==> src/rtl/sar_sequencer_pkg.sv <==
// Contract
// Start bit write starts single conversion
// Channel change waits for running conversion
// Auto-trigger enable bit, source from control B
// Trigger rising edge resets prescaler, starts
// Ignore edges during conversion, no level restart
// Done flag set regardless of interrupt enables
// Done-flag trigger restarts after every conversion
// Software starts first free-running conversion
// Start bit works under auto; reads busy
// Prescaler runs when enabled, reset otherwise
// Start-bit conversion begins next converter edge
// Conversion 13 cycles, first one 25
// Sample at 1.5 or 13.5 cycles
// Completion writes result, sets flag, clears start
// Auto conversion: sample at 2, sync three clocks
// Free running restarts immediately, start stays set
// Selection shadowed, frozen during conversion
// Selection copying resumes in last cycle
// Software waits a converter clock before reselect
// Software reselects only at safe points
// Free-running change affects result after next
// Software discards first result after reference switch
// Selections apply only while converter enabled
// Low-byte read locks results until high read
// Divider select picks power-of-two ratio
package sar_sequencer_pkg;

  // ----------------------------------------------------------------
  // Register map (word offsets are byte addresses)
  // ----------------------------------------------------------------
  localparam logic [3:0] addr_control_a    = 4'h0;
  localparam logic [3:0] addr_control_b    = 4'h4;
  localparam logic [3:0] addr_input_select = 4'h8;
  localparam logic [3:0] addr_result_low   = 4'hc;
  localparam logic [3:0] addr_result_high  = 4'h0;
  localparam logic [3:0] addr_power        = 4'h4;

  // Control A bits
  localparam int bit_enable      = 7;
  localparam int bit_start       = 6;
  localparam int bit_auto        = 5;
  localparam int bit_done        = 4;
  localparam int bit_irq_enable  = 3;
  localparam int div_msb         = 2;

  // ----------------------------------------------------------------
  // Timing, in half converter clocks, except trigger_sync_len in core clocks
  // ----------------------------------------------------------------
  localparam logic [5:0] half_normal_len   = 6'h1a;  // 13 cycles
  localparam logic [5:0] half_first_len    = 6'h32;  // 25 cycles
  localparam logic [5:0] half_auto_len     = 6'h1b;  // 13.5 cycles
  localparam logic [5:0] half_normal_sh    = 6'h03;  // 1.5 cycles
  localparam logic [5:0] half_first_sh     = 6'h1b;  // 13.5 cycles
  localparam logic [5:0] half_auto_sh      = 6'h04;  // 2 cycles
  localparam logic [1:0] trigger_sync_len  = 2'h3;   // core clocks

  localparam logic [2:0] source_free_run   = 3'h0;

  typedef enum logic [1:0] {
    seq_idle = 2'b00,
    seq_sync = 2'b01,
    seq_wait = 2'b10,
    seq_conv = 2'b11
  } seq_state_type;

  typedef struct packed {
    logic [1:0] reference_select;
    logic [3:0] channel_select;
  } selection_type;

endpackage

==> src/rtl/sar_conversion_sequencer.sv <==
`timescale 1ns/100ps
module sar_conversion_sequencer (
  input  wire logic                         sys_clk,
  input  wire logic                         sys_rst,
  input  wire logic [3:0]                   avs_address,
  input  wire logic                         avs_read,
  input  wire logic                         avs_write,
  input  wire logic [31:0]                  avs_writedata,
  output logic      [31:0]                  avs_readdata,
  output logic                              avs_waitrequest,
  input  wire logic [7:0]                   trigger_inputs,
  input  wire logic [9:0]                   sar_result,
  output sar_sequencer_pkg::selection_type  active_selection,
  output logic                              sample_hold,
  output logic                              converting,
  output logic                              analog_enable,
  output logic                              conversion_irq
);
  import sar_sequencer_pkg::*;

  // ----------------------------------------------------------------
  // Registers
  // ----------------------------------------------------------------
  logic          converter_enable;
  logic          conversion_start_bit;
  logic          auto_trigger_enable;
  logic          conversion_done_flag;
  logic          irq_enable;
  logic [2:0]    clock_divider_select;
  logic [2:0]    trigger_source_select;
  logic          converter_power_reduction;
  selection_type shadow_selection;
  logic [9:0]    result;
  logic          result_locked;
  logic          first_pending;
  logic          bank;

  seq_state_type state;
  logic [5:0]    half_count;
  logic [5:0]    len_half;
  logic [5:0]    sh_half;
  logic [1:0]    sync_count;
  logic          trigger_prev;
  logic          completion_seen;
  logic          half_tick;
  logic          phase_high;
  logic          prescale_clear;
  logic          ack;
  logic          wr;
  logic          rd;
  logic          start_write;
  logic          trigger_level;
  logic          trigger_edge;
  logic          finish;
  logic          last_cycle;
  logic          first_conv;
  logic          auto_conv;

  // ----------------------------------------------------------------
  // Decode and trigger selection
  // ----------------------------------------------------------------
  assign ack             = (avs_read || avs_write) && avs_waitrequest;
  assign wr              = avs_write && !avs_waitrequest;
  assign rd              = avs_read && !avs_waitrequest;
  assign start_write     = wr && !bank && avs_address == addr_control_a
                           && avs_writedata[bit_start] && converter_enable
                           && !converter_power_reduction;
  assign trigger_level   = (trigger_source_select == source_free_run)
                           ? conversion_done_flag
                           : trigger_inputs[trigger_source_select];
  assign trigger_edge    = auto_trigger_enable && converter_enable
                           && !converter_power_reduction
                           && ((trigger_source_select == source_free_run)
                               ? completion_seen
                               : (trigger_level && !trigger_prev));
  assign finish          = state == seq_conv && half_tick && half_count == len_half - 6'h01;
  // Final converter cycle spans the last two half ticks
  assign last_cycle      = state == seq_conv && half_count + 6'h02 >= len_half;
  // Trigger clears the prescaler so the sample lands at a fixed delay
  assign prescale_clear  = !converter_enable || (state == seq_idle && trigger_edge);
  assign converting      = state != seq_idle;
  assign conversion_irq  = conversion_done_flag && irq_enable;
  assign analog_enable   = converter_enable && !converter_power_reduction;

  // ----------------------------------------------------------------
  // Avalon slave: one wait state per access
  // ----------------------------------------------------------------
  always_ff @(posedge sys_clk or posedge sys_rst) begin
    if (sys_rst) begin
      avs_waitrequest <= 1'b1;
    end else begin
      avs_waitrequest <= !ack;
    end
  end

  // Second bank at the same offsets holds high result and power bit
  always_ff @(posedge sys_clk or posedge sys_rst) begin
    if (sys_rst) begin
      bank <= 1'b0;
    end else if (wr && avs_address == addr_control_b) begin
      bank <= avs_writedata[8];
    end
  end

  always_ff @(posedge sys_clk or posedge sys_rst) begin
    if (sys_rst) begin
      avs_readdata <= 32'h0000_0000;
    end else if (ack && avs_read) begin
      avs_readdata <= 32'h0000_0000;
      case ({bank, avs_address})
        {1'b0, addr_control_a}:
          avs_readdata[7:0] <= {converter_enable, conversion_start_bit, auto_trigger_enable,
                                conversion_done_flag, irq_enable, clock_divider_select};
        {1'b0, addr_control_b}:    avs_readdata[8:0] <= {bank, 5'h00, trigger_source_select};
        {1'b0, addr_input_select}: avs_readdata[7:0] <= {shadow_selection[5:4], 2'h0,
                                                          shadow_selection[3:0]};
        {1'b0, addr_result_low}:   avs_readdata[7:0] <= result[7:0];
        {1'b1, addr_result_high}:  avs_readdata[1:0] <= result[9:8];
        {1'b1, addr_power}:        avs_readdata[8:0] <= {bank, 7'h00, converter_power_reduction};
        default:                   avs_readdata <= 32'h0000_0000;
      endcase
    end
  end

  // ----------------------------------------------------------------
  // Control registers
  // ----------------------------------------------------------------
  always_ff @(posedge sys_clk or posedge sys_rst) begin
    if (sys_rst) begin
      converter_enable     <= 1'b0;
      auto_trigger_enable  <= 1'b0;
      irq_enable           <= 1'b0;
      clock_divider_select <= 3'h0;
    end else if (wr && !bank && avs_address == addr_control_a) begin
      converter_enable     <= avs_writedata[bit_enable];
      auto_trigger_enable  <= avs_writedata[bit_auto];
      irq_enable           <= avs_writedata[bit_irq_enable];
      clock_divider_select <= avs_writedata[div_msb:0];
    end
  end

  always_ff @(posedge sys_clk or posedge sys_rst) begin
    if (sys_rst) begin
      trigger_source_select <= 3'h0;
    end else if (wr && !bank && avs_address == addr_control_b) begin
      trigger_source_select <= avs_writedata[2:0];
    end
  end

  always_ff @(posedge sys_clk or posedge sys_rst) begin
    if (sys_rst) begin
      converter_power_reduction <= 1'b1;
    end else if (wr && bank && avs_address == addr_power) begin
      converter_power_reduction <= avs_writedata[0];
    end
  end

  always_ff @(posedge sys_clk or posedge sys_rst) begin
    if (sys_rst) begin
      shadow_selection <= '0;
    end else if (wr && !bank && avs_address == addr_input_select) begin
      shadow_selection <= {avs_writedata[7:6], avs_writedata[3:0]};
    end
  end

  // Set wins over software's write-one-to-clear
  always_ff @(posedge sys_clk or posedge sys_rst) begin
    if (sys_rst) begin
      conversion_done_flag <= 1'b0;
    end else if (finish) begin
      conversion_done_flag <= 1'b1;
    end else if (wr && !bank && avs_address == addr_control_a && avs_writedata[bit_done]) begin
      conversion_done_flag <= 1'b0;
    end
  end

  // ----------------------------------------------------------------
  // Start bit: set by write, stays set while busy
  // ----------------------------------------------------------------
  always_ff @(posedge sys_clk or posedge sys_rst) begin
    if (sys_rst) begin
      conversion_start_bit <= 1'b0;
    end else if (!converter_enable) begin
      conversion_start_bit <= 1'b0;
    end else if (start_write || (state == seq_idle && trigger_edge)) begin
      conversion_start_bit <= 1'b1;
    end else if (finish && !(auto_trigger_enable
                             && trigger_source_select == source_free_run)) begin
      conversion_start_bit <= 1'b0;
    end
  end

  // ----------------------------------------------------------------
  // Sequencer
  // ----------------------------------------------------------------
  always_ff @(posedge sys_clk or posedge sys_rst) begin
    if (sys_rst) begin
      trigger_prev <= 1'b0;
    end else begin
      trigger_prev <= trigger_level;
    end
  end

  // Free running restarts on every completion, flag cleared or not
  always_ff @(posedge sys_clk or posedge sys_rst) begin
    if (sys_rst) begin
      completion_seen <= 1'b0;
    end else begin
      completion_seen <= finish;
    end
  end

  // First conversion after enable is the long one
  always_ff @(posedge sys_clk or posedge sys_rst) begin
    if (sys_rst) begin
      first_pending <= 1'b1;
    end else if (!converter_enable) begin
      first_pending <= 1'b1;
    end else if (finish) begin
      first_pending <= 1'b0;
    end
  end

  assign first_conv = first_pending;

  always_ff @(posedge sys_clk or posedge sys_rst) begin
    if (sys_rst) begin
      phase_high <= 1'b0;
    end else if (prescale_clear) begin
      phase_high <= 1'b0;
    end else if (half_tick) begin
      phase_high <= !phase_high;
    end
  end

  always_ff @(posedge sys_clk or posedge sys_rst) begin
    if (sys_rst) begin
      state      <= seq_idle;
      half_count <= 6'h00;
      sync_count <= 2'h0;
      auto_conv  <= 1'b0;
    end else if (!converter_enable) begin
      state <= seq_idle;
    end else begin
      case (state)
        seq_idle: begin
          if (trigger_edge) begin
            state      <= seq_sync;
            sync_count <= 2'h1;
            auto_conv  <= 1'b1;
          end else if (start_write) begin
            state     <= seq_wait;
            auto_conv <= 1'b0;
          end
        end
        seq_sync: begin
          // Three core cycles of trigger synchronisation
          sync_count <= sync_count + 2'h1;
          if (sync_count == trigger_sync_len) begin
            state      <= seq_conv;
            half_count <= 6'h00;
          end
        end
        seq_wait: begin
          if (half_tick && !phase_high) begin
            state      <= seq_conv;
            half_count <= 6'h00;
          end
        end
        seq_conv: begin
          if (finish) begin
            state <= seq_idle;
          end else if (half_tick) begin
            half_count <= half_count + 6'h01;
          end
        end
        default: state <= seq_idle;
      endcase
    end
  end

  always_comb begin
    len_half = half_normal_len;
    sh_half  = half_normal_sh;
    if (first_conv) begin
      len_half = half_first_len;
      sh_half  = half_first_sh;
    end else if (auto_conv) begin
      len_half = half_auto_len;
      sh_half  = half_auto_sh;
    end
  end

  // ----------------------------------------------------------------
  // Sample and hold, counted in half converter clocks
  // ----------------------------------------------------------------
  always_ff @(posedge sys_clk or posedge sys_rst) begin
    if (sys_rst) begin
      sample_hold <= 1'b0;
    end else begin
      sample_hold <= state == seq_conv && half_tick && half_count == sh_half - 6'h01;
    end
  end

  // Selection follows shadow while enabled, except in seq_conv before its last cycle
  always_ff @(posedge sys_clk or posedge sys_rst) begin
    if (sys_rst) begin
      active_selection <= '0;
    end else if (converter_enable && (state != seq_conv || last_cycle)) begin
      active_selection <= shadow_selection;
    end
  end

  // ----------------------------------------------------------------
  // Result with read lock
  // ----------------------------------------------------------------
  always_ff @(posedge sys_clk or posedge sys_rst) begin
    if (sys_rst) begin
      result_locked <= 1'b0;
    end else if (rd && bank && avs_address == addr_result_high) begin
      result_locked <= 1'b0;
    end else if (rd && !bank && avs_address == addr_result_low) begin
      result_locked <= 1'b1;
    end
  end

  always_ff @(posedge sys_clk or posedge sys_rst) begin
    if (sys_rst) begin
      result <= 10'h000;
    end else if (finish && !result_locked) begin
      result <= sar_result;
    end
  end

  clock_prescaler prescaler (
    .sys_clk              (sys_clk),
    .sys_rst              (sys_rst),
    .clear                (prescale_clear),
    .clock_divider_select (clock_divider_select),
    .half_tick            (half_tick)
  );

endmodule

==> src/rtl/clock_prescaler.sv <==
`timescale 1ns/100ps
module clock_prescaler (
  input  wire logic       sys_clk,
  input  wire logic       sys_rst,
  input  wire logic       clear,
  input  wire logic [2:0] clock_divider_select,
  output logic            half_tick
);
  import sar_sequencer_pkg::*;

  logic [7:0] count;
  logic [7:0] half_mask;

  // Power-of-two ratio, half period emits a tick
  always_comb begin
    half_mask = 8'h00;
    case (clock_divider_select)
      3'h0, 3'h1: half_mask = 8'h00;
      default:    half_mask = 8'hff >> (4'h9 - {1'b0, clock_divider_select});
    endcase
  end

  always_ff @(posedge sys_clk or posedge sys_rst) begin
    if (sys_rst) begin
      count <= 8'h00;
    end else if (clear) begin
      count <= 8'h00;
    end else if ((count & half_mask) == half_mask) begin
      count <= 8'h00;
    end else begin
      count <= count + 8'h01;
    end
  end

  assign half_tick = !clear && ((count & half_mask) == half_mask);

endmodule

==> config.mk <==
export PLATFORM = sky130hd
export DESIGN_NAME = sar_conversion_sequencer
export DESIGN_NICKNAME = d
export VERILOG_FILES = /design/src/rtl/sar_sequencer_pkg.sv /design/src/rtl/sar_conversion_sequencer.sv /design/src/rtl/clock_prescaler.sv
export SDC_FILE = /design/constraint.sdc
export NUM_CORES = 1
export LEC_CHECK = 0
export BUFFER_PORTS_ARGS = -buffer_cell sky130_fd_sc_hd__buf_4
export CAP_MARGIN = 30
export CELL_PAD_IN_SITES_DETAIL_PLACEMENT = 1
export CELL_PAD_IN_SITES_GLOBAL_PLACEMENT = 2
export CORE_MARGIN = 5
export CORE_UTILIZATION = 33
export DETAILED_ROUTE_END_ITERATION = 8
export GPL_ROUTABILITY_DRIVEN = 0
export HOLD_SLACK_MARGIN = 0.06
export PLACE_DENSITY = 0.78
export SLEW_MARGIN = 30
export SYNTH_ARGS = -nofsm -noshare
export SYNTH_HDL_FRONTEND = slang
export SYNTH_SLANG_ARGS = --single-unit
export TNS_END_PERCENT = 30
==> constraint.sdc <==
create_clock -name sys_clk -period 3.4 [get_ports sys_clk]
set_clock_uncertainty 0.15 [all_clocks]
set_input_delay 0.85 -clock sys_clk [delete_from_list [all_inputs] [get_ports sys_clk]]
set_output_delay 0.85 -clock sys_clk [all_outputs]
set_load 0.05 [all_outputs]
# Yosys cells after proc, flatten, opt, wreduce, memory -nomap -nowiden
# Index checks and enable logic that the tools add are counted.
# W data, S select, Z words.
# op_classes
muxes	41
n_addsub	7
n_bitwise	1
shift	1
n_lt_le_gt_ge	2
n_eq_ne	28
n_reduce_logical	68
# op_table
cell	n
$logic_and A1 B1 Y1	36
$mux W6	5
$mux W8	3
$pmux W6 S4	1
$mux W1	18
$pmux W6 S3	1
$mux W2	7
$eq A6 B6 Y1	2
$ne A2 B2 Y1 const B	6
$pmux W2 S6	1
$reduce_bool A2 Y1	6
$sub A6 B1 Y6 const B	2
$eq A5 B4 Y1 const B	2
$eq A5 B5 Y1 const B	2
$logic_not A1 Y1	10
$ne A3 B3 Y1 const B	3
$add A8 B1 Y8 const B	1
$and A8 B8 Y8	1
$eq A4 B4 Y1 const B	2
$eq A8 B8 Y1	1
$pmux W2 S4	1
$shr A8 B4 Y8 const A	1
$add A6 B1 Y6 const B	1
$add A6 B2 Y6 const B	1
26 further kinds	34
# word_totals
elab_cells	175
output_inout_bits	43
ff_bits	70
inputBits	58

# Depth between registers and ports, before layout
# logic_depth
word_depth	16
ltp_mapped	11
depth_no_buf	10

# Modules after synthesis
# From an unflattened synthesis, not the netlist that was laid out.
# hier_totals
cells_unflattened	358
hier_area_um2	3955.0
# by_module_without_submodules
mod	area_per_inst_um2	seq_area_each_um2	cells_per_inst	instances
sar_conversion_sequencer	3390.8	1555.2	306	1
clock_prescaler	564.3	200.2	52	1

# Worst setup path before layout
# Ideal clock, no wire load.
# synth_timing
kind	input port to flip-flop
start	input trigger_inputs[5]
end	register result[0]
cell_stages	8
path_buffers	1
required_time_ns	3.122
setup_time_ns	0.128
arrival_ns	2.532
slack_ns	0.590
cell_sequence	mux2i_1 nand3b_1 and4_4 buf_6 a21o_2 or3_4 nor2_4 mux2_1
# synth_between
elab_chain_len	13
# synth_rtl
element	line	text
start: declaration	sar_conversion_sequencer.sv:11	input wire logic [7:0] trigger_inputs,
$bmux W1 S3	sar_conversion_sequencer.sv:70	: trigger_inputs[trigger_source_select];
$mux W1 (not written as such)	sar_conversion_sequencer.sv:70	
$mux W1	sar_conversion_sequencer.sv:69	? conversion_done_flag
via trigger_level	sar_conversion_sequencer.sv:52	logic trigger_level;
$logic_and A1 B1 Y1	sar_conversion_sequencer.sv:75	: (trigger_level && !trigger_prev));
$mux W1	sar_conversion_sequencer.sv:74	? completion_seen
$logic_and A1 B1 Y1	sar_conversion_sequencer.sv:73	&& ((trigger_source_select == source_free_run)
$logic_and A1 B1 Y1	sar_conversion_sequencer.sv:80	assign prescale_clear = !converter_enable || (state == seq_idle && trigger_edge);
$logic_or A1 B1 Y1	sar_conversion_sequencer.sv:80	
$logic_not A1 Y1	clock_prescaler.sv:35	assign half_tick = !clear && ((count & half_mask) == half_mask);
$logic_and A1 B1 Y1	clock_prescaler.sv:35	
$logic_and A1 B1 Y1 (2 in a row)	sar_conversion_sequencer.sv:76	assign finish = state == seq_conv && half_tick && half_count == len_half - 6'h01;
$logic_and A1 B1 Y1	sar_conversion_sequencer.sv:330	end else if (finish && !result_locked) begin
end signal: assignment	sar_conversion_sequencer.sv:331	result <= sar_result;
end: declaration	sar_conversion_sequencer.sv:33	logic [9:0] result;
# The timed path passes the listed nets, and every way through them passes these cells. The select of a mux whose other input is x is not followed.
# A chain may end at the register's enable or synchronous reset.

# Final worst setup path
# layout_timing
start	register clock_divider_select[1]
end	register half_count[3]
# layout_between
elab_chain_len	10
word_cells_on_any_way	16
classes_between	add/sub (1); eq/ne (5); shift (1); mux (1); bitwise (1); reduce/logical (7)
# layout_rtl
element	line	text
start: declaration	sar_conversion_sequencer.sv:29	logic [2:0] clock_divider_select;
start signal: assignment	sar_conversion_sequencer.sv:138	clock_divider_select <= avs_writedata[div_msb:0];
$sub A4 B3 Y4, or another cell as far along	clock_prescaler.sv:19	default: half_mask = 8'hff >> (4'h9 - {1'b0, clock_divider_select});
$shr A8 B4 Y8 or $reduce_or A2 Y1 (tied branches)	clock_prescaler.sv:19, clock_prescaler.sv:17	
$mux W8 *	clock_prescaler.sv:17	case (clock_divider_select)
$and A8 B8 Y8	clock_prescaler.sv:35	
$eq A8 B8 Y1 *	clock_prescaler.sv:35	
$logic_and A1 B1 Y1 *	clock_prescaler.sv:35	
$logic_and A1 B1 Y1 (2 in a row)	sar_conversion_sequencer.sv:76	
$ne A2 B2 Y1 (no line)	-	
$reduce_and A6 Y1 (no line) *	-	
end signal: assignment	sar_conversion_sequencer.sv:274	half_count <= half_count + 6'h01;
end: declaration	sar_conversion_sequencer.sv:39	logic [5:0] half_count;
# Mark *: on every way between the ends. The rest lies on a longest branch, timed or not.

==> summary.txt <==
Outcome
  • Outcome: completed

Final layout
  • Fin util: 40.13%
  • Antenna Cells: 0
  • Fin cells: 588
  • Fill cells: 1369
  • Share of layout cells above drive strength 1: 26.30%
  • FF+latch area: 1755 um2
  • Nets: 509
  • Area delta synth->final: 20.43%
  • Area of the multi-input gates: 1984 um2

Clocking
  • Clock Tree Buf Depth: 2
  • Clk Latency, worst-skew pair: 0.34 ns
  • CTS Buf Count: 9
  • H-tree Lvls: 3
  • Root Driver: clkbuf_16
  • Worst-path clk slew: 0.06 ns
  • Post-CTS setup buffers: 0
  • Sink Count: 70
  • CTS tree: built
  • CTS resizes: 0
  • Hold Buf Count CTS: 0

Job
  • Number of max-cap violations: 0

Synth
  • Yosys warning total: 0
  • Ys flop type: dfrtp_1
  • Post-synth EDFFs: 0
  • Post-synth ARST share: 100.0%
  • Synthesized instance count: 379
  • Register area share after synthesis: 44.23%
  • Post-Syn Area: 3969 um2
  • Yosys reg bits: 70
  • Yosys cell types: 65
  • Syn Area/Cell: 10.47 um2

Global route
  • GR Util met3: 2.875%
  • Number of global-route vias before repair: 3226
  • Met1 Track Usage GR: 20.01%
  • Top Usage Layer GRT: met2
  • Initial antenna violation count: 0
  • Largest net degree at the start of global routing: 71
  • Gr ovfl total: 0
  • Grt met2 use: 23.48%
  • First-pass GRT wire length: 16800 um
  • GRT Total Usage: 14.73%

Placed design
  • PortBufs: 53
  • Post-DP HPWL: 7456 um
  • Post-Place Cells: 572

Timing
  • Ratio of final minimum period to clock period: 87.80%
  • Peak Freq: 335.0 MHz
  • Worst slew margin: 57.54%
  • Least-Margin Pin Slew: 0.6320 ns
  • Final Hold Fails: 0
  • Min Tclk post-route: 2.985 ns
  • RSZ-0062 raised after global routing: no
  • Setup violations, final: 0
  • Setup TNS: 0 ns
  • Final Max Slew Viols: 0

Critical path
  • Worst Setup Start Kind: register
  • Critical path class: register to register
  • Max FO, Critical Path: 9
  • Setup crit end kind: register
  • Crit path required time: 3.47 ns
  • Register-to-register setup slack: 0.41 ns
  • Worst EP arrival: 3.06 ns

Power and ir drop
  • Max rail drop VDD: 326.4 uV
  • Power per cell area: 684.9 nW/um2
  • Leakage power: 2.207 nW

Route
  • Drc violations: 0
  • Initial DRC count: 77
  • Via density: 5.128
  • Average wire per standard cell: 17.10 um
  • Total wire length: 10050 um
  • Routed vias: 3015
  • DR pass1 iterations: 4
  • Number of routed nets with antenna violations: 0

Die
  • IO Pins: 101
  • Die area: 14320 um2
  • Initial Util: 33.32%
  • Die X: 119.7 um
  • Die Y: 119.7 um
  • Rows: 40
  • Core ar.: 11910 um2

Min path
  • HP Class: register to register
## kinds of logic after synthesis
kind of cell,Yosys count,share of synthesized area [%]
buffers and inverters,54,7.850
muxes,43,12.48
and+or+nand+nor,115,15.04
DFF,70,44.23
adders and majority gates,15,4.729
AOI/OAI and AO/OA,71,13.37
xor gates and xnor gates,10,2.207
other,1,0.09449
## report_power, final
| group | switching [mW] | internal, mW |
|---|---|---|
| Clock | 0.382 | 0.645 |
| Sequential | 0.159 | 0.982 |
| Combinational | 0.681 | 0.425 |
## layout by cell type (no fill, tap or decap), types with 3 or more instances in the layout
| cell | Yosys | layout |
|---|---|---|
| o41ai_1 | 6 | 6 |
| dfstp_2 | 3 | 3 |
| a31oi_1 | 5 | 5 |
| a22o_1 | 10 | 10 |
| and3_1 | 3 | 3 |
| nor2b_1 | 5 | 5 |
| nand3b_1 | 4 | 4 |
| nand3_1 | 16 | 16 |
| conb_1 | 1 | 23 |
| nand4_1 | 3 | 3 |
| mux2i_1 | 9 | 9 |
| mux2_2 | 22 | 22 |
| buf_4 | 25 | 60 |
| dfrtp_1 | 67 | 67 |
| nor4_1 | 3 | 3 |
| a21oi_1 | 8 | 8 |
| ha_1 | 15 | 15 |
| xor2_1 | 6 | 6 |
| nor2_1 | 25 | 25 |
| inv_1 | 16 | 15 |
| xnor2_1 | 4 | 4 |
| nand2_1 | 33 | 33 |
| mux2_1 | 10 | 10 |
| o21ai_0 | 13 | 13 |
| clkbuf_16 | 0 | 9 |
| nor3_1 | 4 | 4 |
| nand2b_1 | 3 | 3 |
## state kept, by name (all words and copies together) (netlist names), 2 cells and up
name / cells
shadow_selection: 6
active_selection: 6
prescaler.count: 8
half_count: 6
state: 2
clock_divider_select: 3
result: 10
trigger_source_select: 3
avs_readdata: 9
sync_count: 2
## final timing paths
path                                                     startpoint                      endpoint  cells past startpoint
min in group asynchronous                                   sys_rst  prescaler.count[3]$_DFF_PP0_                      3
max in group asynchronous                                   sys_rst     avs_waitrequest$_DFF_PP1_                      3
worst max-delay path            clock_divider_select[1]$_DFFE_PP0P_     half_count[3]$_DFFE_PP0P_                      8
worst min register to register          avs_readdata[1]$_DFFE_PP0P_   avs_readdata[1]$_DFFE_PP0P_                      2
worst min-delay path                    avs_readdata[1]$_DFFE_PP0P_   avs_readdata[1]$_DFFE_PP0P_                      2
worst max register to register  clock_divider_select[1]$_DFFE_PP0P_     half_count[3]$_DFFE_PP0P_                      8
## routing by layer
metal / up-vias / share of wire (%)
li1: 1433 / -
met1: 1524 / 48
met2: 47 / 48
met3: 11 / 2.6
met4: 0 / 1.5
met5: - / 0
## cells in the mapped netlist, types with 3 or more instances
cell type / number / area share (%)
a31oi_1: 5 / 0.79
nor4_1: 3 / 0.47
mux2i_1: 9 / 2.3
a21oi_1: 8 / 1.0
dfstp_2: 3 / 2.0
inv_1: 16 / 1.5
mux2_1: 10 / 2.8
nor2b_1: 5 / 0.79
and3_1: 3 / 0.47
o21ai_0: 13 / 1.6
nand3b_1: 4 / 0.76
a22o_1: 10 / 2.2
clkbuf_1: 9 / 0.85
ha_1: 15 / 4.7
nand2b_1: 3 / 0.47
o41ai_1: 6 / 1.3
mux2_2: 22 / 6.2
nand2_1: 33 / 3.1
nand3_1: 16 / 2.0
xor2_1: 6 / 1.3
dfrtp_1: 67 / 42
buf_4: 25 / 4.7
nand4_1: 3 / 0.47
nor3_1: 4 / 0.50
xnor2_1: 4 / 0.88
nor2_1: 25 / 2.4
## critical path: stages (launching register included)
cell	delay, ns
dfrtp_1	0.50
inv_1	0.12
ha_1	0.34
a311o_1	0.18
o311ai_1	0.10
and2b_1	0.29
a31oi_1	0.23
or4_4	0.61
o41ai_1	0.33
## stage by stage
stage               power [mW]  setup slack (ns)  hold slack (ns)  area (um2)
floorplan                1.954            0.5901           0.3022        4051
global placement         2.240            0.3565           0.3145        4458
detailed placement       2.274            0.3348           0.3226        4458
CTS                      3.319            0.3738           0.3370        4780
global route             3.473           0.09966           0.3585        4780
finish                   3.274            0.4148           0.3292        4780
## cell type report
cell class / count / area share, %
clock inverters: 7 / 2.016
well taps: 147 / 3.848
multi-input cells: 277 / 41.52
clock buffers: 9 / 4.712
repair buffers: 61 / 9.843
flip-flops and latches: 70 / 36.73
inverters: 17 / 1.335
Note: power is estimated with default switching activity, not from simulation.
